==> src/hdl/dispatch_map.svh <==
`ifndef DISPATCH_MAP_SVH
`define DISPATCH_MAP_SVH
// Overview of operation
// process lines ranked A highest, then B, then C, D lowest
// timed level and system errors outrank and are never preempted by lines
// lower program levels may be preempted after any single operation
// no handler installed: request dropped, interrupted program simply continues (an i/o error without handler enters stop here)
// one further request edge per line is held while its handler runs
// after a handler, highest pending line first, including the same line
// higher line preempts a lower handler at once; lower resumes afterwards
// global disable stops line dispatch but one request per line still held
// each level has its own mask, acting when global disable is off
// no line dispatch during restart unless enabled at handler start
// request to handler start takes 23 to 85 us, services excluded
// operating system service calls cannot be interrupted; requests wait
// one-shot expiry raises timed request unless disabled or masked
// reactivation restarts countdown with new value; value 0 stops it
// running duration shown in system word 101; cleared to 0 at expiry
// one-shot counts 1 ms steps, 1 to 65535 ms, may end 1 ms early
// timed handler preempts lower levels, only system errors preempt it
// timed level suppressed by its own mask and by global disable
// one timed request held while blocked; another raises a collision
// system errors highest, masked individually only, never by global disable
// several system errors are all recorded and served one after another
// scan overrun: handler if installed else stop; second overrun forces stop
// each process line dispatches its own dedicated handler
// no new collision recorded while one with that code is unprocessed
// priority encoder over pending unmasked requests, checked at operation boundaries

// ==============================
// source indices, low to high priority
`define NUM_LINES      4
`define NUM_SRC        8
`define SRC_LINE_D     0
`define SRC_LINE_C     1
`define SRC_LINE_B     2
`define SRC_LINE_A     3
`define SRC_ONESHOT    4
`define SRC_COLLISION  5
`define SRC_IO_ERROR   6
`define SRC_OVERRUN    7

// ==============================
// priorities; program level sits at zero, a source runs at index plus one
`define PRIO_PROGRAM   4'h0
`define PRIO_SYS_FIRST 4'h6
`define STACK_DEPTH    9

// ==============================
// timing
`define CLK_MHZ        100
`define LAT_MIN_US     23
`define LAT_MAX_US     85
`define LAT_MIN_CYC    (`LAT_MIN_US * `CLK_MHZ)
`define LAT_MAX_CYC    (`LAT_MAX_US * `CLK_MHZ)
`define TICK_MS        1
`define TICK_CYC       (`TICK_MS * 1000 * `CLK_MHZ)

// ==============================
// values
`define ONESHOT_OFF        16'h0000
`define COLL_CODE_NONE     4'h0
`define COLL_CODE_ONESHOT  4'h1
`endif

==> src/hdl/dispatch_pkg.sv <==
package dispatch_pkg;
	typedef logic [3:0]  prio_t;
	typedef logic [15:0] ms_count_t;
	typedef enum {RUN, STOPPED} run_state_e;
endpackage : dispatch_pkg

==> src/hdl/req_latch.sv <==
`timescale 1ns/1ps
// one pending request per source, taken on a rising edge
module req_latch (
	input  wire logic clock,    // system clock
	input  wire logic rst,      // async reset, high
	input  wire logic req_in,   // request level or pulse
	input  wire logic clr,      // served, drop pending
	output logic      pend,     // request held
	output logic      overflow  // edge seen while already held
);
	logic prev_reg;
	logic edge_seen;

	assign edge_seen = req_in & ~prev_reg;
	assign overflow  = edge_seen & pend;

	always_ff @(posedge clock or posedge rst) begin
		if (rst) begin
			prev_reg <= 1'b0;
		end else begin
			prev_reg <= req_in;
		end
	end

	// set beats clear so a fresh edge in the serving cycle survives
	always_ff @(posedge clock or posedge rst) begin
		if (rst) begin
			pend <= 1'b0;
		end else if (edge_seen) begin
			pend <= 1'b1;
		end else if (clr) begin
			pend <= 1'b0;
		end
	end
endmodule : req_latch

==> src/hdl/oneshot_timer.sv <==
`timescale 1ns/1ps
`include "dispatch_map.svh"
module oneshot_timer
	import dispatch_pkg::*;
#(
	parameter int TICK_CYC = `TICK_CYC
) (
	input  wire logic      clock,    // system clock
	input  wire logic      rst,      // async reset, high
	input  wire ms_count_t act_value, // duration in ms
	input  wire logic      activate, // activation strobe
	output ms_count_t      sys_word, // running duration, 0 when idle
	output logic           expire    // one-cycle expiry pulse
);
	localparam int PW = $clog2(TICK_CYC + 1);
	initial begin
		if (TICK_CYC < 2) $error("tick count too small");
	end

	logic [PW-1:0] pre_reg;
	ms_count_t     cnt_reg;
	logic          tick;

	// free running prescaler: first step may be short, hence up to 1 ms early
	assign tick = (pre_reg == PW'(TICK_CYC - 1));

	always_ff @(posedge clock or posedge rst) begin
		if (rst) begin
			pre_reg <= '0;
		end else begin
			pre_reg <= tick ? '0 : pre_reg + 1'b1;
		end
	end

	always_ff @(posedge clock or posedge rst) begin
		if (rst) begin
			cnt_reg  <= `ONESHOT_OFF;
			sys_word <= `ONESHOT_OFF;
			expire   <= 1'b0;
		end else begin
			expire <= 1'b0;
			if (activate) begin
				cnt_reg  <= act_value;
				sys_word <= act_value;
			end else if (tick && cnt_reg != `ONESHOT_OFF) begin
				cnt_reg <= cnt_reg - 1'b1;
				if (cnt_reg == 16'h0001) begin
					sys_word <= `ONESHOT_OFF;
					expire   <= 1'b1;
				end
			end
		end
	end
endmodule : oneshot_timer

==> src/hdl/priority_interrupt_dispatcher.sv <==
`timescale 1ns/1ps
`include "dispatch_map.svh"
module priority_interrupt_dispatcher
	import dispatch_pkg::*;
#(
	parameter int LAT_MIN_CYC = `LAT_MIN_CYC,
	parameter int LAT_MAX_CYC = `LAT_MAX_CYC,
	parameter int TICK_CYC    = `TICK_CYC,
	parameter int STACK_DEPTH = `STACK_DEPTH
) (
	input  wire logic       clock,                    // system clock, 100 MHz
	input  wire logic       rst,                      // async reset, high
	input  wire logic [3:0] irq_line,                 // backplane lines, bit 3 = A
	input  wire logic       io_error,                 // i/o error level
	input  wire logic       scan_overrun_signal,      // scan time ran out, pulse
	input  wire logic       scan_timer_restart,       // scan timer restarted, pulse
	input  wire logic       oneshot_activate,         // one-shot activation, pulse
	input  wire ms_count_t  oneshot_value,            // one-shot duration in ms
	input  wire logic       global_interrupt_disable, // disable strobe
	input  wire logic       global_interrupt_enable,  // enable strobe
	input  wire logic [7:0] level_mask_set,           // per-level mask, 1 = masked
	input  wire logic [7:0] handler_installed,        // handler present per level
	input  wire logic       op_boundary,              // an operation just completed
	input  wire logic       os_service_busy,          // os service call running
	input  wire logic       restart_active,           // restart handler running
	input  wire logic       handler_done,             // current handler returned
	output logic            dispatch_strobe,          // handler start, pulse
	output logic [2:0]      dispatch_source,          // source of that start
	output prio_t           active_prio,              // priority now running
	output logic [7:0]      pending,                  // held requests
	output logic            stop_mode,                // device in stop
	output ms_count_t       system_word_101,          // one-shot duration word
	output logic [3:0]      collision_code,           // unprocessed collision code
	output logic            interrupts_disabled       // global disable state
);
	localparam int LW = $clog2(LAT_MAX_CYC + 1);
	localparam int SW = $clog2(STACK_DEPTH + 1);

	initial begin
		if (STACK_DEPTH < `NUM_SRC + 1) $error("stack cannot hold every level");
		if (LAT_MIN_CYC < 1 || LAT_MAX_CYC < LAT_MIN_CYC) $error("bad latency window");
	end

	// ==============================
	// state
	run_state_e    state_reg;
	logic          gdis_reg;
	logic          restart_en_reg;
	logic          ovr_seen_reg;
	logic          ovr_req_reg;
	logic [LW-1:0] lat_cnt_reg;
	prio_t         stack_reg [STACK_DEPTH];
	logic [SW-1:0] sp_reg;

	logic [7:0]    src_in;
	logic [7:0]    pend;
	logic [7:0]    ovf;
	logic [7:0]    clr;
	logic [7:0]    eligible;
	logic          expire;
	ms_count_t     sys_word;
	prio_t         cur_prio;
	prio_t         win_prio;
	logic [2:0]    win_idx;
	logic          win_any;
	logic          can_preempt;
	logic          fire;
	logic          restart_blk;
	logic          line_ok;

	// ==============================
	// request latches, one per source
	always_comb begin
		src_in                 = 8'h00;
		src_in[3:0]            = irq_line;
		src_in[`SRC_ONESHOT]   = expire;
		src_in[`SRC_COLLISION] = ovf[`SRC_ONESHOT];
		src_in[`SRC_IO_ERROR]  = io_error;
		src_in[`SRC_OVERRUN]   = ovr_req_reg;
	end

	// collision latch ignores further events while one is held
	generate
		for (genvar i = 0; i < `NUM_SRC; i++) begin : g_src
			req_latch u_latch (
				.clock    (clock),
				.rst      (rst),
				.req_in   (src_in[i]),
				.clr      (clr[i]),
				.pend     (pend[i]),
				.overflow (ovf[i])
			);
		end
	endgenerate

	oneshot_timer #(
		.TICK_CYC (TICK_CYC)
	) u_oneshot (
		.clock     (clock),
		.rst       (rst),
		.act_value (oneshot_value),
		.activate  (oneshot_activate),
		.sys_word  (sys_word),
		.expire    (expire)
	);

	// ==============================
	// enables
	always_ff @(posedge clock or posedge rst) begin
		if (rst) begin
			gdis_reg <= 1'b0;
		end else if (global_interrupt_disable) begin
			gdis_reg <= 1'b1;
		end else if (global_interrupt_enable) begin
			gdis_reg <= 1'b0;
		end
	end

	// an enable during restart opens the lines for the rest of that restart
	always_ff @(posedge clock or posedge rst) begin
		if (rst) begin
			restart_en_reg <= 1'b0;
		end else if (!restart_active) begin
			restart_en_reg <= 1'b0;
		end else if (global_interrupt_enable) begin
			restart_en_reg <= 1'b1;
		end
	end

	assign restart_blk = restart_active & ~restart_en_reg;
	assign line_ok     = ~gdis_reg & ~restart_blk;

	// ==============================
	// eligibility and priority encoder
	always_comb begin
		eligible = pend & ~level_mask_set;
		for (int i = 0; i < `NUM_LINES; i++) begin
			eligible[i] = eligible[i] & line_ok;
		end
		eligible[`SRC_ONESHOT] = eligible[`SRC_ONESHOT] & ~gdis_reg;
		// system error levels see only their masks
	end

	always_comb begin
		win_any = 1'b0;
		win_idx = 3'h0;
		for (int i = 0; i < `NUM_SRC; i++) begin
			if (eligible[i]) begin
				win_any = 1'b1;
				win_idx = 3'(i);
			end
		end
	end

	assign win_prio = prio_t'({1'b0, win_idx} + 4'h1);
	assign cur_prio = (sp_reg == '0) ? `PRIO_PROGRAM : stack_reg[sp_reg - 1'b1];

	// system error levels are never preempted, not even by one another
	assign can_preempt = win_any && (win_prio > cur_prio)
		&& (cur_prio < `PRIO_SYS_FIRST);

	// ==============================
	// dispatch latency window
	always_ff @(posedge clock or posedge rst) begin
		if (rst) begin
			lat_cnt_reg <= '0;
		end else if (!can_preempt || fire) begin
			lat_cnt_reg <= '0;
		end else if (lat_cnt_reg != LW'(LAT_MAX_CYC - 1)) begin
			lat_cnt_reg <= lat_cnt_reg + 1'b1;
		end
	end

	// a pop and a push in one cycle would race on the stack, so done wins
	assign fire = (state_reg == RUN) && can_preempt && !handler_done
		&& !os_service_busy
		&& (lat_cnt_reg >= LW'(LAT_MIN_CYC - 1))
		&& (op_boundary || lat_cnt_reg == LW'(LAT_MAX_CYC - 1));

	always_comb begin
		clr = 8'h00;
		if (fire) begin
			clr[win_idx] = 1'b1;
		end
	end

	// ==============================
	// nesting stack of started handler levels, top one running
	always_ff @(posedge clock or posedge rst) begin
		if (rst) begin
			sp_reg <= '0;
			for (int i = 0; i < STACK_DEPTH; i++) begin
				stack_reg[i] <= `PRIO_PROGRAM;
			end
		end else if (state_reg == STOPPED) begin
			sp_reg <= '0;
		end else if (handler_done && sp_reg != '0) begin
			sp_reg <= sp_reg - 1'b1;
		end else if (fire && handler_installed[win_idx]) begin
			stack_reg[sp_reg] <= win_prio;
			sp_reg            <= sp_reg + 1'b1;
		end
	end

	// ==============================
	// dispatch outputs
	always_ff @(posedge clock or posedge rst) begin
		if (rst) begin
			dispatch_strobe <= 1'b0;
			dispatch_source <= 3'h0;
		end else begin
			dispatch_strobe <= fire && handler_installed[win_idx];
			if (fire) begin
				dispatch_source <= win_idx;
			end
		end
	end

	// ==============================
	// scan overrun escalation
	always_ff @(posedge clock or posedge rst) begin
		if (rst) begin
			ovr_seen_reg <= 1'b0;
		end else if (scan_overrun_signal) begin
			ovr_seen_reg <= 1'b1;
		end else if (scan_timer_restart || restart_active) begin
			ovr_seen_reg <= 1'b0;
		end
	end

	always_ff @(posedge clock or posedge rst) begin
		if (rst) begin
			ovr_req_reg <= 1'b0;
		end else begin
			ovr_req_reg <= scan_overrun_signal && !ovr_seen_reg
				&& handler_installed[`SRC_OVERRUN];
		end
	end

	// stop holds until a restart is run
	always_ff @(posedge clock or posedge rst) begin
		if (rst) begin
			state_reg <= RUN;
		end else begin
			case (state_reg)
				RUN: begin
					if (scan_overrun_signal && (ovr_seen_reg
						|| !handler_installed[`SRC_OVERRUN])) begin
						state_reg <= STOPPED;
					end else if (fire && win_idx == 3'(`SRC_IO_ERROR)
						&& !handler_installed[`SRC_IO_ERROR]) begin
						state_reg <= STOPPED;
					end
				end
				STOPPED: begin
					if (restart_active) begin
						state_reg <= RUN;
					end
				end
				default: state_reg <= RUN;
			endcase
		end
	end

	// ==============================
	// status outputs, all from flip-flops
	always_ff @(posedge clock or posedge rst) begin
		if (rst) begin
			active_prio         <= `PRIO_PROGRAM;
			pending             <= 8'h00;
			stop_mode           <= 1'b0;
			system_word_101     <= `ONESHOT_OFF;
			collision_code      <= `COLL_CODE_NONE;
			interrupts_disabled <= 1'b0;
		end else begin
			active_prio         <= cur_prio;
			pending             <= pend;
			stop_mode           <= (state_reg == STOPPED);
			system_word_101     <= sys_word;
			collision_code      <= pend[`SRC_COLLISION] ? `COLL_CODE_ONESHOT
				: `COLL_CODE_NONE;
			interrupts_disabled <= gdis_reg;
		end
	end
endmodule : priority_interrupt_dispatcher

==> config.mk <==
export PLATFORM = sky130hd
export DESIGN_NAME = priority_interrupt_dispatcher
export DESIGN_NICKNAME = d
export VERILOG_FILES = /design/src/hdl/dispatch_pkg.sv /design/src/hdl/req_latch.sv /design/src/hdl/oneshot_timer.sv /design/src/hdl/priority_interrupt_dispatcher.sv
export VERILOG_INCLUDE_DIRS = /design/src /design/src/hdl
export SDC_FILE = /design/constraint.sdc
export NUM_CORES = 1
export LEC_CHECK = 0
export ABC_CLOCK_PERIOD_IN_PS = 4200
export BUFFER_PORTS_ARGS = -buffer_cell sky130_fd_sc_hd__buf_2
export CORE_ASPECT_RATIO = 0.6
export CORE_MARGIN = 8
export CORE_UTILIZATION = 53
export DETAILED_ROUTE_END_ITERATION = 6
export PLACE_DENSITY = 0.76
export SYNTH_ARGS = -nofsm -noshare
export SYNTH_HDL_FRONTEND = slang
export SYNTH_HIERARCHICAL = 1
export SYNTH_SLANG_ARGS = --single-unit
==> constraint.sdc <==
create_clock -name clock -period 4.2 [get_ports clock]
set_clock_uncertainty 0.05 [all_clocks]
set_input_delay 0.84 -clock clock [delete_from_list [all_inputs] [get_ports clock]]
set_output_delay 0.84 -clock clock [all_outputs]
set_load 0.02 [all_outputs]
# After elaboration in Yosys (flattened, before gate mapping)
# Cells that the tools add are included.
# Widths: inputs -> output; s select.
[op_classes]
mux = 68
n_eq_ne = 10
n_addsub = 6
reduce_logical = 49
bitwise = 33
n_lt_le_gt_ge = 8
[ops]
columns = ["cell", "count"]
rows = [
  ["$mux 32", 3],
  ["$mux 16", 5],
  ["$logic_not 32->1", 2],
  ["$pmux 32 s2", 1],
  ["$mux 1", 37],
  ["$bwmux 36", 1],
  ["$eq 32x1->1 const B", 1],
  ["$eq 32x2->1 const B", 1],
  ["$mux 14", 2],
  ["$mux 4", 7],
  ["$reduce_bool 2->1", 13],
  ["$mux 3", 6],
  ["$add 17x1->17 const B", 1],
  ["$eq 17x17->1 const B", 1],
  ["$logic_and 1x1->1", 17],
  ["$mux 17", 1],
  ["$and 1x1->1", 16],
  ["$bmux 4 s4", 1],
  ["$demux 4 s4", 1],
  ["$eq 16x1->1 const B", 1],
  ["$reduce_bool 16->1", 1],
  ["$sub 16x1->16 const B", 1],
  ["$add 14x1->14 const B", 1],
  ["$eq 14x14->1 const B", 1],
  ["other kinds (28)", 52],
]
[word_totals]
register_bits = 191
word_cells = 218
output_inout_bits = 38
input_bits = 48

# Logic depth before layout (Yosys ltp)
[depth]
word_depth = 26
depth_mapped = 19
ltp_nobuf = 15

# Hierarchy
# Netlist, hierarchy kept.
[by_module_without_submodules]
columns = ["module", "cells_each", "n_inst", "seq_area_each_um2", "area_per_inst_um2"]
rows = [
  ["priority_interrupt_dispatcher", 398, 1, 2327.2, 4541.9],
  ["oneshot_timer", 265, 1, 1251.2, 2580.0],
  ["req_latch", 7, 8, 50.0, 77.6],
]

# Worst setup path after synthesis
# OpenSTA, ideal clock, no wires.
[synth_path]
path_type = "input to register"
from = "in level_mask_set[7]"
to = "reg stack_reg[12] in the netlist's numbering"
path_stages = 15
arrival_time_ns = 4.252
setup_ns = 0.125
path_buffers = 1
t_required_ns = 4.025
slack_ns = -0.227
path_cell_list = "nand2b_1 inv_1 nor2_1 nand2_1 ha_1 xnor2_1 ha_1 o21ai_0 a21oi_1 o21ai_0 or3b_1 a2111o_4 buf_6 nor3_2 mux2_2"
[synth_between]
elab_chain_cells = 14
word_cells_on_any_way = 18
classes_between = "add/sub (1); order compare (1); mux (5); bitwise (2); reduce/logical (9)"
[synth_lines]
columns = ["item", "line_no", "source"]
rows = [
  ["from (decl)", "priority_interrupt_dispatcher.sv:21", "input wire logic [7:0] level_mask_set,"],
  ["$not 8->8", "priority_interrupt_dispatcher.sv:136", "eligible = pend & ~level_mask_set;"],
  ["$and 8x8->8", "priority_interrupt_dispatcher.sv:136", ""],
  ["$mux 3", "priority_interrupt_dispatcher.sv:148", "if (eligible[i]) begin"],
  ["via win_idx[1]", "priority_interrupt_dispatcher.sv:64", "logic [2:0] win_idx;"],
  ["$add 3x1->4", "priority_interrupt_dispatcher.sv:155", "assign win_prio = prio_t'({1'b0, win_idx} + 4'h1);"],
  ["via win_prio[2]", "priority_interrupt_dispatcher.sv:63", "prio_t win_prio;"],
  ["$gt 4x4->1", "priority_interrupt_dispatcher.sv:159", "assign can_preempt = win_any && (win_prio > cur_prio)"],
  ["$logic_and 1x1->1 (2 in series)", "priority_interrupt_dispatcher.sv:159", ""],
  ["$logic_and 1x1->1 (2 in series)", "priority_interrupt_dispatcher.sv:175", "assign fire = (state_reg == RUN) && can_preempt && !handler_done"],
  ["$logic_and 1x1->1", "priority_interrupt_dispatcher.sv:176", "&& !os_service_busy"],
  ["$logic_and 1x1->1", "priority_interrupt_dispatcher.sv:177", "&& (lat_cnt_reg >= LW'(LAT_MIN_CYC - 1))"],
  ["$logic_and 1x1->1", "priority_interrupt_dispatcher.sv:178", "&& (op_boundary || lat_cnt_reg == LW'(LAT_MAX_CYC - 1));"],
  ["$logic_and 1x1->1", "priority_interrupt_dispatcher.sv:199", "end else if (fire && handler_installed[win_idx]) begin"],
  ["$reduce_and 3->1 (no source line)", "-", ""],
  ["to (signal, indexed assignment)", "priority_interrupt_dispatcher.sv:193", "stack_reg[i] <= `PRIO_PROGRAM;"],
  ["to (signal, indexed assignment)", "priority_interrupt_dispatcher.sv:200", "stack_reg[sp_reg] <= win_prio;"],
  ["to (decl)", "priority_interrupt_dispatcher.sv:52", "prio_t stack_reg [STACK_DEPTH];"],
]
# The timed path passes the listed nets, and every way through them passes these cells. The select of a mux whose other input is x is not followed.
# A chain may end at the register's enable or synchronous reset.

# Worst setup path after layout
[layout_path]
from = "reg sp_reg[2]"
to = "reg stack_reg[16] in the netlist's numbering"
[layout_between]
elab_chain_cells = 16
word_cells_on_any_way = 28
classes_between = "add/sub (1); order compare (4); mux (7); bitwise (3); reduce/logical (13)"
[layout_lines]
columns = ["item", "line_no", "source"]
rows = [
  ["from (decl)", "priority_interrupt_dispatcher.sv:53", "logic [SW-1:0] sp_reg;"],
  ["from (signal assigned)", "priority_interrupt_dispatcher.sv:198", "sp_reg <= sp_reg - 1'b1;"],
  ["from (signal assigned)", "priority_interrupt_dispatcher.sv:201", "sp_reg <= sp_reg + 1'b1;"],
  ["$sub 4x1->4", "priority_interrupt_dispatcher.sv:156", "assign cur_prio = (sp_reg == '0) ? `PRIO_PROGRAM : stack_reg[sp_reg - 1'b1];"],
  ["$not 4->5 (implied by the code)", "priority_interrupt_dispatcher.sv:156", ""],
  ["$bmux 4 s4", "priority_interrupt_dispatcher.sv:156", ""],
  ["$mux 4 (implied by the code) (2 in series)", "priority_interrupt_dispatcher.sv:156", ""],
  ["$mux 4", "priority_interrupt_dispatcher.sv:156", ""],
  ["$gt 4x4->1", "priority_interrupt_dispatcher.sv:159", ""],
  ["$logic_and 1x1->1 (2 in series)", "priority_interrupt_dispatcher.sv:159", ""],
  ["$logic_and 1x1->1 (2 in series)", "priority_interrupt_dispatcher.sv:175", ""],
  ["$logic_and 1x1->1", "priority_interrupt_dispatcher.sv:176", ""],
  ["$logic_and 1x1->1", "priority_interrupt_dispatcher.sv:177", ""],
  ["$logic_and 1x1->1", "priority_interrupt_dispatcher.sv:178", ""],
  ["$logic_and 1x1->1", "priority_interrupt_dispatcher.sv:199", ""],
  ["$reduce_and 3->1 (no source line)", "-", ""],
]
# Several ways; a longest one is shown, not always the timed one. The select of a mux whose other input is x is not followed.

==> impl_metrics.env <==
export IMPL_r2r_end="stack_reg[16]$_DFFE_PP0P_"
export IMPL_fin_ws_ns=-0.02678
export IMPL_gp_congestion=0.9490
export IMPL_tightestPinTransition_ns=1.120
export IMPL_syn_cell_area_mm2=0.007672
export IMPL_dpl_hpwl_um=14470
export IMPL_met3_wirelength_um=1989
export IMPL_drc_errors=0
export IMPL_die_w_um=171.3
export IMPL_ir_drop_mv=0.2481
export IMPL_port_buffers=82
export IMPL_endpoint_kind="flop"
export IMPL_grt_pass1_wl_um=32710
export IMPL_cts_sinks=159
export IMPL_cp_required_ns=4.46
export IMPL_p_per_area_mw_per_mm2=386.5
export IMPL_finalCritPeriodShare=1.006
export IMPL_path_class="flop to flop"
export IMPL_slew_headroom=0.2439
export IMPL_path_cells="inv_1 > o211ai_1 > o21ai_0 > o31a_1 > ha_1 > nand2b_1 > a21oi_2 > o21ai_0 > or3b_4 > a2111o_4 > buf_12 > nor4_4 > buf_4 > mux2_2"
export IMPL_cts_tree="built"
export IMPL_cp_common_cell="o21ai_0"
export IMPL_r2r_slack_ns=-0.03
export IMPL_grt_max_degree=76
export IMPL_n_fill_cell=1097
export IMPL_core_area_mm2=0.01434
export IMPL_yosys_warnings=6
export IMPL_globalRouteOverflowTotal=0
export IMPL_drt_first_pass_iters=7
export IMPL_p_leak_nw=4.320
export IMPL_die_area_mm2=0.01871
export IMPL_rows=34
export IMPL_track_usage=0.2215
export IMPL_vias=6345
export IMPL_syn_inst=712
export IMPL_clkLatencyLatePin_ns=0.43
export IMPL_root_buffer="clkbuf_16"
export IMPL_clk_pin_slew_ns=0.07
export IMPL_setup_tns_ns=-0.04867
export IMPL_finalHoldViolCount=0
export IMPL_grt_pass1_vias=6270
export IMPL_diodes=0
export IMPL_slowest_stage="dfrtp_1"
export IMPL_critPathLaunchType="flop"
export IMPL_nets=901
export IMPL_cp_num_buf_inv=3
export IMPL_pin_count=86
export IMPL_place_worst_setup_slack_ns=-0.1670
export IMPL_syn_area_per_cell_um2=10.78
export IMPL_fin_cells=1050
export IMPL_die_h_um=109.2
export IMPL_dp_cells=1011
export IMPL_met2_length_um=9079
export IMPL_drt_total_wl_um=20530
export IMPL_cts_path_max_buffers=2
export IMPL_fmax_mhz=236.6
export IMPL_area_growth_pct=22.47
export IMPL_ant_nets=0
export IMPL_drive_above_1_share=0.2864
export IMPL_htree_levels=4
export IMPL_met1_length_um=9079
export IMPL_top_layer_used="met4"
export IMPL_numCtsBuffers=17
export IMPL_status="complete, but fails checks"
export IMPL_start_util=0.5352
export IMPL_cp_top_family="compound AO/OA/AOI/OAI gates"
export IMPL_wire_per_inst_um=19.55
export IMPL_fin_util=0.6554
export IMPL_via_per_inst=6.043
export IMPL_hold_path_class="input port to async pin"
export IMPL_violations="negative setup slack"
export IMPL_slew_viol_final=0
export IMPL_largest_register_ff_count=36
export IMPL_path_max_fanout=8
export IMPL_period_needed_ns=4.227
export IMPL_max_cap_violations=0
export IMPL_cp_arrival_ns=4.49
export IMPL_setup_viol=2
export IMPL_drt_initial_drc_count=629
export IMPL_timing_hold_ws_ns=0.3265
export IMPL_worstReg2RegStart="sp_reg[2]$_DFFE_PP0P_"
export IMPL_antenna_found_initial=0
export IMPL_critPathMaxStageDelay_ns=0.66
export IMPL_r2r_cells=14
## worst max-delay path by stage
stage	start	end	slack, ns	cells after the start
6_report	sp_reg[2]$_DFFE_PP0P_	stack_reg[16]$_DFFE_PP0P_	-0.03	14
5_1_grt	sp_reg[0]$_DFFE_PP0P_	stack_reg[16]$_DFFE_PP0P_	-0.13	16
4_1_cts	sp_reg[1]$_DFFE_PP0P_	stack_reg[16]$_DFFE_PP0P_	0.01	15
3_5_place_dp	level_mask_set[7]	stack_reg[17]$_DFFE_PP0P_	-0.17	14
3_3_place_gp	level_mask_set[1]	stack_reg[16]$_DFFE_PP0P_	-0.11	14
2_1_floorplan	level_mask_set[3]	stack_reg[12]$_DFFE_PP0P_	0.02	14
## report_power, final
part / switching, W / internal [W] / leakage (nW)
clock: 0.000691 / 0.000977 / 0.313
sequential: 0.0000546 / 0.00159 / 2.00
combinational: 0.000200 / 0.000118 / 2.01
## metrics by stage
stage / total power, W / instance area [um2]
after floorplan: 0.001848 / 7727
after global placement: 0.001967 / 8596
after detailed placement: 0.001983 / 8596
after CTS: 0.003654 / 9268
after global routing: 0.003755 / 9397
final: 0.003632 / 9397
## routing by layer
metal  global-route usage  up-vias
met4              0.08400        0
met3              0.06182       45
li1                     -     2833
met2               0.3311      345
met1               0.3046     3122
met5                    0        -
## layout by cell type, fill, tap and decap left out, drive strengths merged, types with 13 or more instances in the layout
master,instances
nand2,58
ha,14
inv,54
nor2,58
clkbuf,19
mux2i,13
o21ai,22
buf,132
nand3,28
mux2,38
nor3,25
xor2,16
or4,16
dfrtp,159
nand4,18
## layout make-up
type / instances / area [um2] / area share
flip-flops and latches: 159 / 3979 / 0.4234
multi-input cells: 480 / 3512 / 0.3738
repair buffers: 133 / 835.8 / 0.08895
clock buffers: 18 / 439.2 / 0.04674
well taps: 198 / 247.7 / 0.02636
clock inverters: 14 / 198.9 / 0.02117
inverters: 48 / 183.9 / 0.01957
## what timing repair did
action | 4_1_cts | 5_1_grt
gates cloned | 1 | 1
pin swaps | 7 | 8
setup buffers | 0 | 5
resized for setup | 5 | 13
hold buffers | 0 | 0
endpoints found under the setup margin | 30 | 59
Note: power is estimated with default switching activity, not from simulation.
